$ cat src/hdl/wdt_pm_pkg.sv
// Package: offsets, field positions, reset values and timing counts
package wdt_pm_pkg;
	// Register byte addresses (printed offsets are not multiples of four: index times four)
	localparam logic [7:0] PWR_CTL_INDEX = 8'h87;
	localparam logic [7:0] WD_CTL_INDEX  = 8'h8F;
	localparam logic [7:0] IRQ_ST_INDEX = 8'hA0;
	localparam logic [7:0] IRQ_MK_INDEX = 8'hA1;
	localparam logic [7:0] SYS_ST_INDEX = 8'hA2;
	localparam logic [7:0] WAKE_INDEX   = 8'hA3;
	localparam int         ADDR_W       = 10;
	localparam logic [ADDR_W-1:0] PWR_CTL_ADDR = {PWR_CTL_INDEX, 2'b00};
	localparam logic [ADDR_W-1:0] WD_CTL_ADDR  = {WD_CTL_INDEX, 2'b00};
	localparam logic [ADDR_W-1:0] IRQ_ST_ADDR = {IRQ_ST_INDEX, 2'b00};
	localparam logic [ADDR_W-1:0] IRQ_MK_ADDR = {IRQ_MK_INDEX, 2'b00};
	localparam logic [ADDR_W-1:0] SYS_ST_ADDR = {SYS_ST_INDEX, 2'b00};
	localparam logic [ADDR_W-1:0] WAKE_ADDR   = {WAKE_INDEX, 2'b00};
	// Power control fields
	localparam int POWER_ON_FLAG_BIT    = 4;
	localparam int USER_FLAG_ONE_BIT    = 3;
	localparam int USER_FLAG_ZERO_BIT   = 2;
	localparam int POWERDOWN_BIT        = 1;
	localparam int LIGHT_SLEEP_BIT      = 0;
	// Watchdog control fields
	localparam int WDT_ENABLE_BIT       = 7;
	localparam int WDT_CLEAR_BIT        = 6;
	localparam int WDT_RUN_IN_SLEEP_BIT = 5;
	localparam int PS_HI    = 2;
	localparam int PS_LO    = 0;
	// Interrupt status bits
	localparam int EV_WDT   = 0;
	localparam int EV_RST   = 1;
	localparam int EV_IDLE  = 2;
	localparam int EV_PD    = 3;
	localparam int EV_W     = 4;
	// Reset values
	localparam logic [7:0] PWR_CTL_RESET = 8'h00;
	localparam logic [7:0] WD_CTL_RESET  = 8'h00;
	localparam logic [7:0] PORT_RESET = 8'hFF;
	localparam logic [7:0] SP_RESET   = 8'h07;
	localparam logic [7:0] SFR_RESET  = 8'h00;
	// Timing
	localparam int OSC_PER_MC     = 12;
	localparam int CORE_DIV       = 2;
	localparam int WDT_BITS       = 14;
	localparam int RST_HOLD_MC    = 2;
	localparam int RST_PHASE      = 9;
	localparam int SYS_RST_CYCLES = 24;
endpackage : wdt_pm_pkg

$ cat src/hdl/watchdog_power_reset_control.sv
// Watchdog, power management and reset control with Avalon-MM registers
// Behaviour
// - Watchdog runs only while enable bit set
// - Clear bit resets counter, prescaler, itself
// - Idle halts watchdog unless run-in-idle set
// - Prescale field selects divide two to 256
// - Timeout is 12 osc times 2^14 times ratio
// - Enabled watchdog timeout forces system reset
// - Any reset disables and clears the watchdog
// - Oscillator divided by two internally
// - Idle stops processor clock, peripherals run
// - Enabled interrupt or reset ends idle
// - Power-down stops all clocks; reset exits
// - Reset sampled once per cycle, two cycles; every osc period in power-down
// - Short reset pin glitches are ignored
// - Reset loads documented register reset values
// - Power-on reset sets power-on flag
// - Two free general-purpose flags in power control
//
// The Avalon-MM interface to the registers is this design's own decision.
module watchdog_power_reset_control
	import wdt_pm_pkg::*;
#(
	parameter int PRESC_W = 8
)
(
	// Clock and reset
	input  wire  logic                      ref_clk,
	input  wire  logic                      rst_b,
	// External reset pin, asynchronous
	input  wire  logic                      reset_pin,
	// Wake request from enabled interrupts
	input  wire  logic                      wake_irq,
	// Avalon-MM slave
	input  wire  logic [wdt_pm_pkg::ADDR_W-1:0] avs_address,
	input  wire  logic                      avs_read,
	input  wire  logic                      avs_write,
	input  wire  logic [3:0]                avs_byteenable,
	input  wire  logic [31:0]               avs_writedata,
	output logic       [31:0]               avs_readdata,
	output logic                            avs_waitrequest,
	output logic       [1:0]                avs_response,
	// Clock gating and reset outputs
	output logic                            core_clk_en,
	output logic                            periph_clk_en,
	output logic                            osc_run,
	output logic                            sys_reset,
	output logic       [7:0]                port_reset_val,
	output logic       [7:0]                sp_reset_val,
	output logic       [7:0]                sfr_reset_val,
	// Interrupt
	output logic                            irq
);
	import wdt_pm_pkg::*;

	typedef enum logic [2:0] {
		MODE_RUN   = 3'b001,
		MODE_IDLE  = 3'b010,
		MODE_POWDN = 3'b100
	} mode_type;

	// Prescale ratio exponent from the field (ratio = 2**n)
	function automatic logic [3:0] presc_exp(input logic [2:0] sel);
		unique case (sel)
			3'b000:  presc_exp = 4'h1;
			3'b010:  presc_exp = 4'h2;
			3'b001:  presc_exp = 4'h3;
			3'b011:  presc_exp = 4'h4;
			3'b100:  presc_exp = 4'h5;
			3'b101:  presc_exp = 4'h6;
			3'b110:  presc_exp = 4'h7;
			default: presc_exp = 4'h8;
		endcase
	endfunction : presc_exp

	mode_type          mode_q;
	logic [7:0]        pwr_ctl_q;
	logic [7:0]        wd_ctl_q;
	logic [EV_W-1:0]   irq_st_q;
	logic [EV_W-1:0]   irq_mk_q;
	logic              osc_half_q;
	logic [3:0]        mc_cnt_q;
	logic              mc_tick;
	logic              pin_s1_q;
	logic              pin_s2_q;
	logic [1:0]        pin_hold_q;
	logic              pin_rst;
	logic [WDT_BITS-1:0] wdt_cnt_q;
	logic [PRESC_W-1:0] presc_q;
	logic              presc_tick;
	logic              wdt_run;
	logic              wdt_timeout;
	logic [4:0]        srst_cnt_q;
	logic              srst_req;
	logic              por_done_q;
	logic              wd_clear_pend_q;
	logic              wr_pwr_ctl;
	logic              wr_wd_ctl;
	logic              rd_ack_q;
	logic [31:0]       rd_mux;
	logic              wr_st;
	logic              wr_mk;
	logic              wake_ev;
	logic [EV_W-1:0]   ev_set;
	logic              mapped;

	// Divide by two first, then six core ticks per machine cycle
	always_ff @(posedge ref_clk or negedge rst_b)
	begin
		if (!rst_b)
			osc_half_q <= 1'b0;
		else if (mode_q != MODE_POWDN)
			osc_half_q <= ~osc_half_q;
	end

	// Machine-cycle counter; twelve oscillator periods per cycle
	always_ff @(posedge ref_clk or negedge rst_b)
	begin
		if (!rst_b)
			mc_cnt_q <= 4'h0;
		else if (mode_q != MODE_POWDN && osc_half_q)
			mc_cnt_q <= (mc_cnt_q == 4'(OSC_PER_MC / CORE_DIV - 1)) ? 4'h0 : mc_cnt_q + 4'h1;
	end
	assign mc_tick = osc_half_q && (mc_cnt_q == 4'(OSC_PER_MC / CORE_DIV - 1))
		&& (mode_q != MODE_POWDN);

	// Reset pin synchroniser; only the second stage is read
	always_ff @(posedge ref_clk or negedge rst_b)
	begin
		if (!rst_b)
		begin
			pin_s1_q <= 1'b0;
			pin_s2_q <= 1'b0;
		end
		else
		begin
			pin_s1_q <= reset_pin;
			pin_s2_q <= pin_s1_q;
		end
	end

	// Sampled at one phase per machine cycle; pin sampling runs even in
	// power-down since the pin is the only exit from it
	always_ff @(posedge ref_clk or negedge rst_b)
	begin
		if (!rst_b)
			pin_hold_q <= 2'b00;
		else if (osc_half_q && mc_cnt_q == 4'(RST_PHASE / CORE_DIV - 4) || mode_q == MODE_POWDN)
		begin
			// A single low sample restarts the count; a glitch between samples is not seen
			if (!pin_s2_q)
				pin_hold_q <= 2'b00;
			else if (pin_hold_q != 2'(RST_HOLD_MC))
				pin_hold_q <= pin_hold_q + 2'b01;
		end
	end
	assign pin_rst = (pin_hold_q == 2'(RST_HOLD_MC));

	// Bus decode
	assign mapped  = avs_address == PWR_CTL_ADDR || avs_address == WD_CTL_ADDR
		|| avs_address == IRQ_ST_ADDR || avs_address == IRQ_MK_ADDR
		|| avs_address == SYS_ST_ADDR || avs_address == WAKE_ADDR;
	assign wr_pwr_ctl = avs_write && avs_byteenable[0] && avs_address == PWR_CTL_ADDR;
	assign wr_wd_ctl  = avs_write && avs_byteenable[0] && avs_address == WD_CTL_ADDR;
	assign wr_st   = avs_write && avs_byteenable[0] && avs_address == IRQ_ST_ADDR;
	assign wr_mk   = avs_write && avs_byteenable[0] && avs_address == IRQ_MK_ADDR;
	// Unmapped access answers with the slave-error code
	assign avs_response = (avs_read || avs_write) && !mapped ? 2'b10 : 2'b00;

	// Read mux; unmapped and write-only addresses read as zero
	always_comb
	begin
		rd_mux = 32'h0000_0000;
		unique case (avs_address)
			PWR_CTL_ADDR: rd_mux = {24'h000000, pwr_ctl_q};
			WD_CTL_ADDR:  rd_mux = {24'h000000, wd_ctl_q};
			IRQ_ST_ADDR:  rd_mux = {28'h0000000, irq_st_q};
			IRQ_MK_ADDR:  rd_mux = {28'h0000000, irq_mk_q};
			SYS_ST_ADDR:  rd_mux = {18'h00000, wdt_cnt_q};
			default:      rd_mux = 32'h0000_0000;
		endcase
	end

	// One wait state on every read so that read data leaves a flip-flop;
	// costs a cycle per read, but keeps the mux off the bus timing path.
	// Writes still complete with no wait state.
	always_ff @(posedge ref_clk or negedge rst_b)
	begin
		if (!rst_b)
			rd_ack_q <= 1'b0;
		else
			rd_ack_q <= avs_read && !rd_ack_q;
	end

	// Read data register, loaded in the wait cycle and held afterwards
	always_ff @(posedge ref_clk or negedge rst_b)
	begin
		if (!rst_b)
			avs_readdata <= 32'h0000_0000;
		else if (avs_read && !rd_ack_q)
			avs_readdata <= rd_mux;
	end
	assign avs_waitrequest = avs_read && !rd_ack_q;

	// Watchdog runs when enabled and not halted by idle or power-down
	assign wdt_run = wd_ctl_q[WDT_ENABLE_BIT]
		&& (mode_q == MODE_RUN
		|| (mode_q == MODE_IDLE && wd_ctl_q[WDT_RUN_IN_SLEEP_BIT]));
	// Prescaler wraps at ratio minus one, which gives one counter step per ratio
	assign presc_tick = wdt_run && mc_tick
		&& (presc_q == PRESC_W'((1 << presc_exp(wd_ctl_q[PS_HI:PS_LO])) - 1));
	assign wdt_timeout = presc_tick && (&wdt_cnt_q);

	// Prescaler: one step per machine cycle
	always_ff @(posedge ref_clk or negedge rst_b)
	begin
		if (!rst_b)
			presc_q <= '0;
		else if (srst_req || wd_clear_pend_q && mc_tick)
			presc_q <= '0;
		else if (presc_tick)
			presc_q <= '0;
		else if (wdt_run && mc_tick)
			presc_q <= presc_q + PRESC_W'(1);
	end

	// Fourteen-bit watchdog counter
	always_ff @(posedge ref_clk or negedge rst_b)
	begin
		if (!rst_b)
			wdt_cnt_q <= '0;
		else if (srst_req || wd_clear_pend_q && mc_tick)
			wdt_cnt_q <= '0;
		else if (presc_tick)
			wdt_cnt_q <= wdt_cnt_q + WDT_BITS'(1);
	end

	// Clear request waits for the next instruction-cycle boundary; a second
	// write before that boundary simply keeps the request pending
	always_ff @(posedge ref_clk or negedge rst_b)
	begin
		if (!rst_b)
			wd_clear_pend_q <= 1'b0;
		else if (wr_wd_ctl && avs_writedata[WDT_CLEAR_BIT])
			wd_clear_pend_q <= 1'b1;
		else if (mc_tick || srst_req)
			wd_clear_pend_q <= 1'b0;
	end

	// Watchdog control register; bits 4:3 are not built and read as zero
	always_ff @(posedge ref_clk or negedge rst_b)
	begin
		if (!rst_b)
			wd_ctl_q <= WD_CTL_RESET;
		else if (srst_req)
			wd_ctl_q <= WD_CTL_RESET;
		else if (wr_wd_ctl)
			wd_ctl_q <= avs_writedata[7:0] & 8'hE7;
		else if (wd_clear_pend_q && mc_tick)
			wd_ctl_q[WDT_CLEAR_BIT] <= 1'b0;
	end

	// System reset stretcher: pin or watchdog reloads the count, so the pulse ends 24 cycles after the last trigger
	always_ff @(posedge ref_clk or negedge rst_b)
	begin
		if (!rst_b)
			srst_cnt_q <= 5'(SYS_RST_CYCLES);
		else if (pin_rst || (wdt_timeout && wd_ctl_q[WDT_ENABLE_BIT]))
			srst_cnt_q <= 5'(SYS_RST_CYCLES);
		else if (srst_cnt_q != 5'h00)
			srst_cnt_q <= srst_cnt_q - 5'h01;
	end
	assign srst_req  = (srst_cnt_q != 5'h00);
	assign sys_reset = srst_req;

	// Power-on flag set once after the power-on reset releases
	always_ff @(posedge ref_clk or negedge rst_b)
	begin
		if (!rst_b)
			por_done_q <= 1'b0;
		else
			por_done_q <= 1'b1;
	end

	// Power control register; idle and power-down cleared on exit
	assign wake_ev = wake_irq && mode_q == MODE_IDLE;
	always_ff @(posedge ref_clk or negedge rst_b)
	begin
		if (!rst_b)
			pwr_ctl_q <= PWR_CTL_RESET;
		else if (!por_done_q)
			pwr_ctl_q[POWER_ON_FLAG_BIT] <= 1'b1;
		else if (srst_req)
			// Warm reset keeps the power-on flag so software can tell the two apart
			pwr_ctl_q <= {3'b000, pwr_ctl_q[POWER_ON_FLAG_BIT], 4'h0};
		else
		begin
			// A wake in the same cycle as a write wins for the idle bit
			if (wr_pwr_ctl)
				pwr_ctl_q <= avs_writedata[7:0] & 8'h1F;
			if (wake_ev)
				pwr_ctl_q[LIGHT_SLEEP_BIT] <= 1'b0;
		end
	end

	// Mode machine
	always_ff @(posedge ref_clk or negedge rst_b)
	begin
		if (!rst_b)
			mode_q <= MODE_RUN;
		else if (srst_req)
			mode_q <= MODE_RUN;
		else
		begin
			unique case (mode_q)
				MODE_RUN:
					if (pwr_ctl_q[POWERDOWN_BIT])
						mode_q <= MODE_POWDN;
					else if (pwr_ctl_q[LIGHT_SLEEP_BIT])
						mode_q <= MODE_IDLE;
				MODE_IDLE:
					if (wake_irq)
						mode_q <= MODE_RUN;
					else if (pwr_ctl_q[POWERDOWN_BIT])
						mode_q <= MODE_POWDN;
				MODE_POWDN:
					mode_q <= MODE_POWDN;
				default:
					mode_q <= MODE_RUN;
			endcase
		end
	end

	// Clock enables toward the core and peripherals
	assign core_clk_en   = (mode_q == MODE_RUN) && osc_half_q;
	assign periph_clk_en = (mode_q != MODE_POWDN) && osc_half_q;
	assign osc_run       = (mode_q != MODE_POWDN);

	// Reset values presented to the rest of the core
	assign port_reset_val = PORT_RESET;
	assign sp_reset_val   = SP_RESET;
	assign sfr_reset_val  = SFR_RESET;

	// Interrupt events, one per status bit
	assign ev_set = {mode_q == MODE_RUN && pwr_ctl_q[POWERDOWN_BIT] && !srst_req,
		wake_ev, pin_rst, wdt_timeout && wd_ctl_q[WDT_ENABLE_BIT]};

	// Sticky status bits; set wins over a write-one clear so that an event
	// arriving during the clear is never lost
	for (genvar i = 0; i < EV_W; i++)
	begin : g_status
		always_ff @(posedge ref_clk or negedge rst_b)
		begin
			if (!rst_b)
				irq_st_q[i] <= 1'b0;
			else if (ev_set[i])
				irq_st_q[i] <= 1'b1;
			else if (wr_st && avs_writedata[i])
				irq_st_q[i] <= 1'b0;
		end
	end

	// Mask register, same layout
	always_ff @(posedge ref_clk or negedge rst_b)
	begin
		if (!rst_b)
			irq_mk_q <= '0;
		else if (wr_mk)
			irq_mk_q <= avs_writedata[EV_W-1:0];
	end
	assign irq = |(irq_st_q & irq_mk_q);
endmodule : watchdog_power_reset_control

$ cat config.mk
export PLATFORM = sky130hd
export DESIGN_NAME = watchdog_power_reset_control
export DESIGN_NICKNAME = d
export VERILOG_FILES = /design/src/hdl/wdt_pm_pkg.sv /design/src/hdl/watchdog_power_reset_control.sv
export SDC_FILE = /design/constraint.sdc
export NUM_CORES = 1
export LEC_CHECK = 0
export BUFFER_PORTS_ARGS = -buffer_cell sky130_fd_sc_hd__clkbuf_2
export CAP_MARGIN = 0
export CORE_MARGIN = 1
export CORE_UTILIZATION = 40
export DETAILED_ROUTE_END_ITERATION = 16
export MAX_ROUTING_LAYER = met4
export SETUP_SLACK_MARGIN = 0.02
export SYNTH_ARGS = -nofsm -noshare
export SYNTH_HDL_FRONTEND = slang
export SYNTH_SLANG_ARGS = --single-unit
$ cat constraint.sdc
create_clock -name ref_clk -period 4.6 [get_ports ref_clk]
set_input_delay 0.92 -clock ref_clk [delete_from_list [all_inputs] [get_ports ref_clk]]
set_output_delay 0.92 -clock ref_clk [all_outputs]
set_load 0.005 [all_outputs]
# Word-level counts from Yosys, hierarchy flattened
# Index checks and enable logic that the tools add are counted.
# word_totals
mem_count	0
input_bits	52
ramBits	0
ff_bits	98
latch_bits	0
out_inout_bits	64
romBits	0
elab_cells	158
# classes
multipliers	0
reduce_logical	63
bitwise_logic	2
n_mux	38
shift	1
n_lt_le_gt_ge	0
div_mod_pow	0
n_addsub	6
eq_ne	25
# op_table
cell	n
14-bit one-hot mux with 5 select lines	1
10-bit equality test, second input constant	6
8-bit 2-to-1 mux	6
14-bit 2-to-1 mux	2
4-bit one-hot mux with 7 select lines	1
1-bit logical AND	27
2-bit nonzero test	9
1-bit 2-to-1 mux	15
3-bit 2-to-1 mux	5
14-bit by 1-bit adder with 14-bit output, second input constant	1
14-bit AND reduction	1
3-bit equality test, second input constant	4
1-bit logical OR	11
5-bit 2-to-1 mux	2
2-bit AND reduction	5
3-bit by 2-bit equality test with 1-bit output, second input constant	3
3-bit one-hot mux with 3 select lines	1
3-bit nonzero test	3
8-bit by 1-bit adder with 8-bit output, second input constant	1
8-bit equality test	1
4-bit != test, second input constant	2
1-bit by 4-bit left shift with 8-bit output, first input constant	1
8-bit by 2-bit subtractor with 8-bit output, second input constant	1
3-bit by 1-bit equality test with 1-bit output, second input constant	2
18 further kinds	24

# Logic depth before layout (Yosys ltp)
# depth
word_depth	10
ltp_mapped	14
ltp_nobuf	13

# Worst setup path after synthesis
# Ideal clock, no wire load.
# synth_timing
path_type	register to register
startpoint	register wd_ctl_q[1]
endpoint	register wdt_cnt_q[6]
path_buffers	0
path_slack_ns	1.338
path_stages_with_launch	14
t_arrival_ns	3.183
setup_ns	0.079
t_required_ns	4.521
period_less_slack_ns	3.262
cell_sequence	dfrtp_1 > inv_1 > ha_1 > nor3_1 > nor3_1 > nand2_1 > ha_1 > xnor2_1 > and4b_1 > o21ai_0 > a2111oi_4 > nand4_4 > or4_1 > a21oi_1
# synth_via
elab_chain_len	7
elab_cells_between_ends	13
cone_classes	add/sub (1); eq/ne (7); shift (1); mux (1); reduce/logical (3)
# synth_lines
element	line_no	text
start, declared	watchdog_power_reset_control.sv:78	logic [7:0] wd_ctl_q;
start signal, assigned	watchdog_power_reset_control.sv:258	wd_ctl_q <= avs_writedata[7:0] & 8'hE7;
3-bit equality test, or another cell as far along	watchdog_power_reset_control.sv:64	unique case (sel)
4-bit one-hot mux with 7 select lines (*)	watchdog_power_reset_control.sv:64	
1-bit by 4-bit left shift with 8-bit output (*)	watchdog_power_reset_control.sv:211	&& (presc_q == PRESC_W'((1 << presc_exp(wd_ctl_q[PS_HI:PS_LO])) - 1));
8-bit by 2-bit subtractor with 8-bit output (*)	watchdog_power_reset_control.sv:211	
8-bit equality test (*)	watchdog_power_reset_control.sv:211	
1-bit logical AND (*)	watchdog_power_reset_control.sv:211	
2-bit nonzero test (no line) (*)	-	
end signal, assigned	watchdog_power_reset_control.sv:235	wdt_cnt_q <= wdt_cnt_q + WDT_BITS'(1);
end, declared	watchdog_power_reset_control.sv:88	logic [WDT_BITS-1:0] wdt_cnt_q;
# Mark *: on every way between the ends. The rest lies on a longest branch, timed or not.
# A chain may end at the register's enable or synchronous reset.

# Worst setup path after layout
# layout_timing
startpoint	register wd_ctl_q[1]
endpoint	register wdt_cnt_q[12]
# The elaborated chain is that of the path after synthesis.

==> flow_metrics.py <==
metrics = {
    "run_status": {
        "status": "complete, no violations",
    },
    "sta": {
        "finalHoldViolCount": 0,
        "fin_setup_tns_ps": 0,
        "rsz0062_at_grt": "no",
        "min_period_ps": 3990,
        "setup_viol": 0,
        "whs_ps": 354,
        "finalCritPeriodShare": 0.867,
        "relSlewSlack": 0.362,
        "finalMaxSlewViolations": 0,
        "worst_pin_slew_ps": 957,
        "skew_ps": 8.48,
        "fin_ws_ps": 610,
        "fmax_ghz": 0.251,
    },
    "logic_synthesis": {
        "synth_cells": 492,
        "synth.distinct_cells": 55,
        "ys_async_sr_fraction": 1.00,
        "syn_area_um2": 4480,
        "synth_largest_area_cell": "dfrtp_1",
        "ys_warn_count": 0,
        "synthTopCellsByArea": "dfrtp_1 (40%), buf_4 (7.2%), nand2_1 (4.9%)",
        "synth-seq-area-share": 0.420,
        "synth_edf_count": 0,
        "syn_area_per_cell_um2": 9.11,
        "yosys.area.top_type_share": 0.402,
        "synthFlopType": "dfrtp_1",
        "ys_seq_elements": 75,
    },
    "clocking": {
        "cts_made_buffers": 9,
        "cts-resized-gates": 0,
        "path_clk_slew_ps": 80,
        "clk_latency_ps": 340,
        "cts_tree": "built",
        "cts_setup_buffers": 0,
        "cts_root_buffer": "clkbuf_8",
        "hold_buffers": 0,
        "cts.sinks": 75,
        "max-clock-path-buffers": 2,
        "htreeDepth": 3,
    },
    "placed_design": {
        "dp.cells": 660,
        "placed_cell_area_um2": 4650,
        "routabilityCongestion": 0.810,
        "dp_hpwl_mm": 6.87,
        "place_ws_ps": 670,
        "io_buffers": 45,
    },
    "critical_path": {
        "critPathLaunch": "wd_ctl_q[1]$_DFFE_PN0P_",
        "crit_chain": "inv_1 -> ha_1 -> nor3_1 -> nor3_1 -> nand2_1 -> ha_1 -> xnor2_1 -> and4b_1 -> o21ai_0 -> a2111oi_4 -> nand4_4 -> or4_1 -> a21oi_1",
        "slowest_stage": "or4_1",
        "worstPathArrival_ps": 4250,
        "r2r_start": "wd_ctl_q[1]$_DFFE_PN0P_",
        "r2r_setup_slack_ps": 610,
        "crit_fanout": 27,
        "cp-start-kind": "flip-flop",
        "cp-endpoint": "wdt_cnt_q[12]$_DFFE_PN0P_",
        "critical_path.max_stage_delay_ps": 590,
        "crit_type": "reg2reg",
        "r2r_end": "wdt_cnt_q[12]$_DFFE_PN0P_",
        "critPathCaptureType": "flip-flop",
        "worstPathRequired_ps": 4860,
        "r2r_cells": 13,
    },
    "grt": {
        "grt_pass1_wl_mm": 16.1,
        "grt_max_degree": 76,
        "antenna_found_initial": 0,
        "track_usage": 0.182,
        "grt_pass1_vias": 3262,
        "gr-total-overflow": 0,
    },
    "die": {
        "coreArea_um2": 10900,
        "initial_core_util": 0.412,
        "die_x_um": 108,
        "row_count": 38,
        "dieArea_um2": 11600,
        "ios": 116,
        "die_h_um": 108,
    },
    "hold_path": {
        "hold_start": "pin_s1_q$_DFF_PN0_",
        "min_path_type": "reg2reg",
    },
    "cells_and_area": {
        "stdcell_area_um2": 4920,
        "fin_nets": 595,
        "drive_gt1_frac": 0.144,
        "n_antenna_cell": 0,
        "final_util": 0.452,
        "final_common_cell": "dfrtp_1",
        "mostFrequentLayoutCells": "dfrtp_1 (72), nand2_1 (59), conb_1 (44), clkbuf_2 (44), o21ai_0 (37)",
        "finalNonFillerCells": 676,
        "area_growth_syn_to_layout_pct": 9.72,
    },
    "routing": {
        "drtAntennaViolNets": 0,
        "drtIter0Drc": 174,
        "vias_per_cell": 5.22,
        "drt_wl_total_mm": 9.60,
        "vias": 3527,
        "drtPass1Iterations": 4,
        "routedWlPerCell_um": 14.2,
        "drc": 0,
    },
    "pwr": {
        "p_clk_frac": 0.399,
        "p_int_mw": 1.23,
        "p_sw_mw": 0.441,
        "switching_share": 0.264,
        "power.total_mw": 1.67,
        "comb_power_share": 0.136,
        "seqPwrFrac": 0.465,
        "power.density_nw_per_um2": 340,
        "leakage_nw": 2.10,
        "max-vdd-ir-drop_v": 0.000234,
    },
    "flow_run": {
        "maxCapViolCount": 0,
    },
}
## layout make-up
cell class                 count  area [um^2]
clock buffer                  10          128
inverter                      14         52.6
sequential                    75         1880
timing repair buffer          48          250
fill                        1110         5970
tap                          140          175
clock inverter                 6          138
multi-input combinational    383         2290
## how the worst min path moves through the flow
stage	endpoint	slack, ps	cells after the start
global route	pin_s2_q$_DFF_PN0_	370	0
CTS	pin_s2_q$_DFF_PN0_	360	0
detailed placement	pin_s2_q$_DFF_PN0_	340	0
global placement	pin_s2_q$_DFF_PN0_	340	0
floorplan	pin_s2_q$_DFF_PN0_	330	0
finish	pin_s2_q$_DFF_PN0_	350	0
## metal layers
layer  vias up  track usage  part of all wire
li1       1744            -                 -
met4         0       0.0519            0.0063
met2        85        0.281              0.48
met3         4       0.0291             0.037
met5         -            -                 0
met1      1694        0.247              0.48
## logic make-up after synthesis
group	synth area share
AO/OA/AOI/OAI	0.154
other	0.00168
AND/OR/NAND/NOR	0.216
adder cells (fa/ha/maj)	0.0335
flip-flops	0.420
buffers and inverters	0.105
multiplexers	0.0349
XOR/XNOR	0.0343
## sequential cells by signal (all words and copies together), names as in the netlist, 2 cells and up
register / flops
wdt_cnt_q: 14
irq_mk_q: 4
irq_st_q: 4
presc_q: 8
avs_readdata: 14
pin_hold_q: 2
pwr_ctl_q: 5
mode_q: 3
srst_cnt_q: 5
wd_ctl_q: 6
mc_cnt_q: 4
## synth_stat cells (4+ instances only)
master	count
a21oi_1	33
a32o_1	4
and3_1	5
buf_4	43
clkbuf_1	14
dfrtp_1	72
ha_1	12
inv_1	14
mux2_2	5
mux2i_1	10
nand2_1	59
nand2b_1	8
nand3_1	19
nand4_1	5
nor2_1	36
nor3_1	13
nor3b_1	4
nor4_1	7
o21ai_0	37
o31ai_1	7
or3_1	12
or4_1	5
xnor2_1	11
xor2_1	4
## critical path: cells and delay by family, from the launching register on
kind            cells  cell delay [ps]
buf+inv             1              130
xor+xnor            1              170
fa+ha+maj           2              430
flops               1              530
compound gates      3              720
simple gates        6             1910
## power by group through the flow
stage               Sequential [mW]  Clock [mW]  Combinational [mW]
finish                        0.778       0.668               0.228
global route                  0.787       0.719               0.268
CTS                           0.777       0.691               0.231
global placement              0.787           0               0.224
detailed placement            0.789           0               0.230
floorplan                     0.774           0               0.197
No activity file was read; power rests on OpenSTA's default activity.
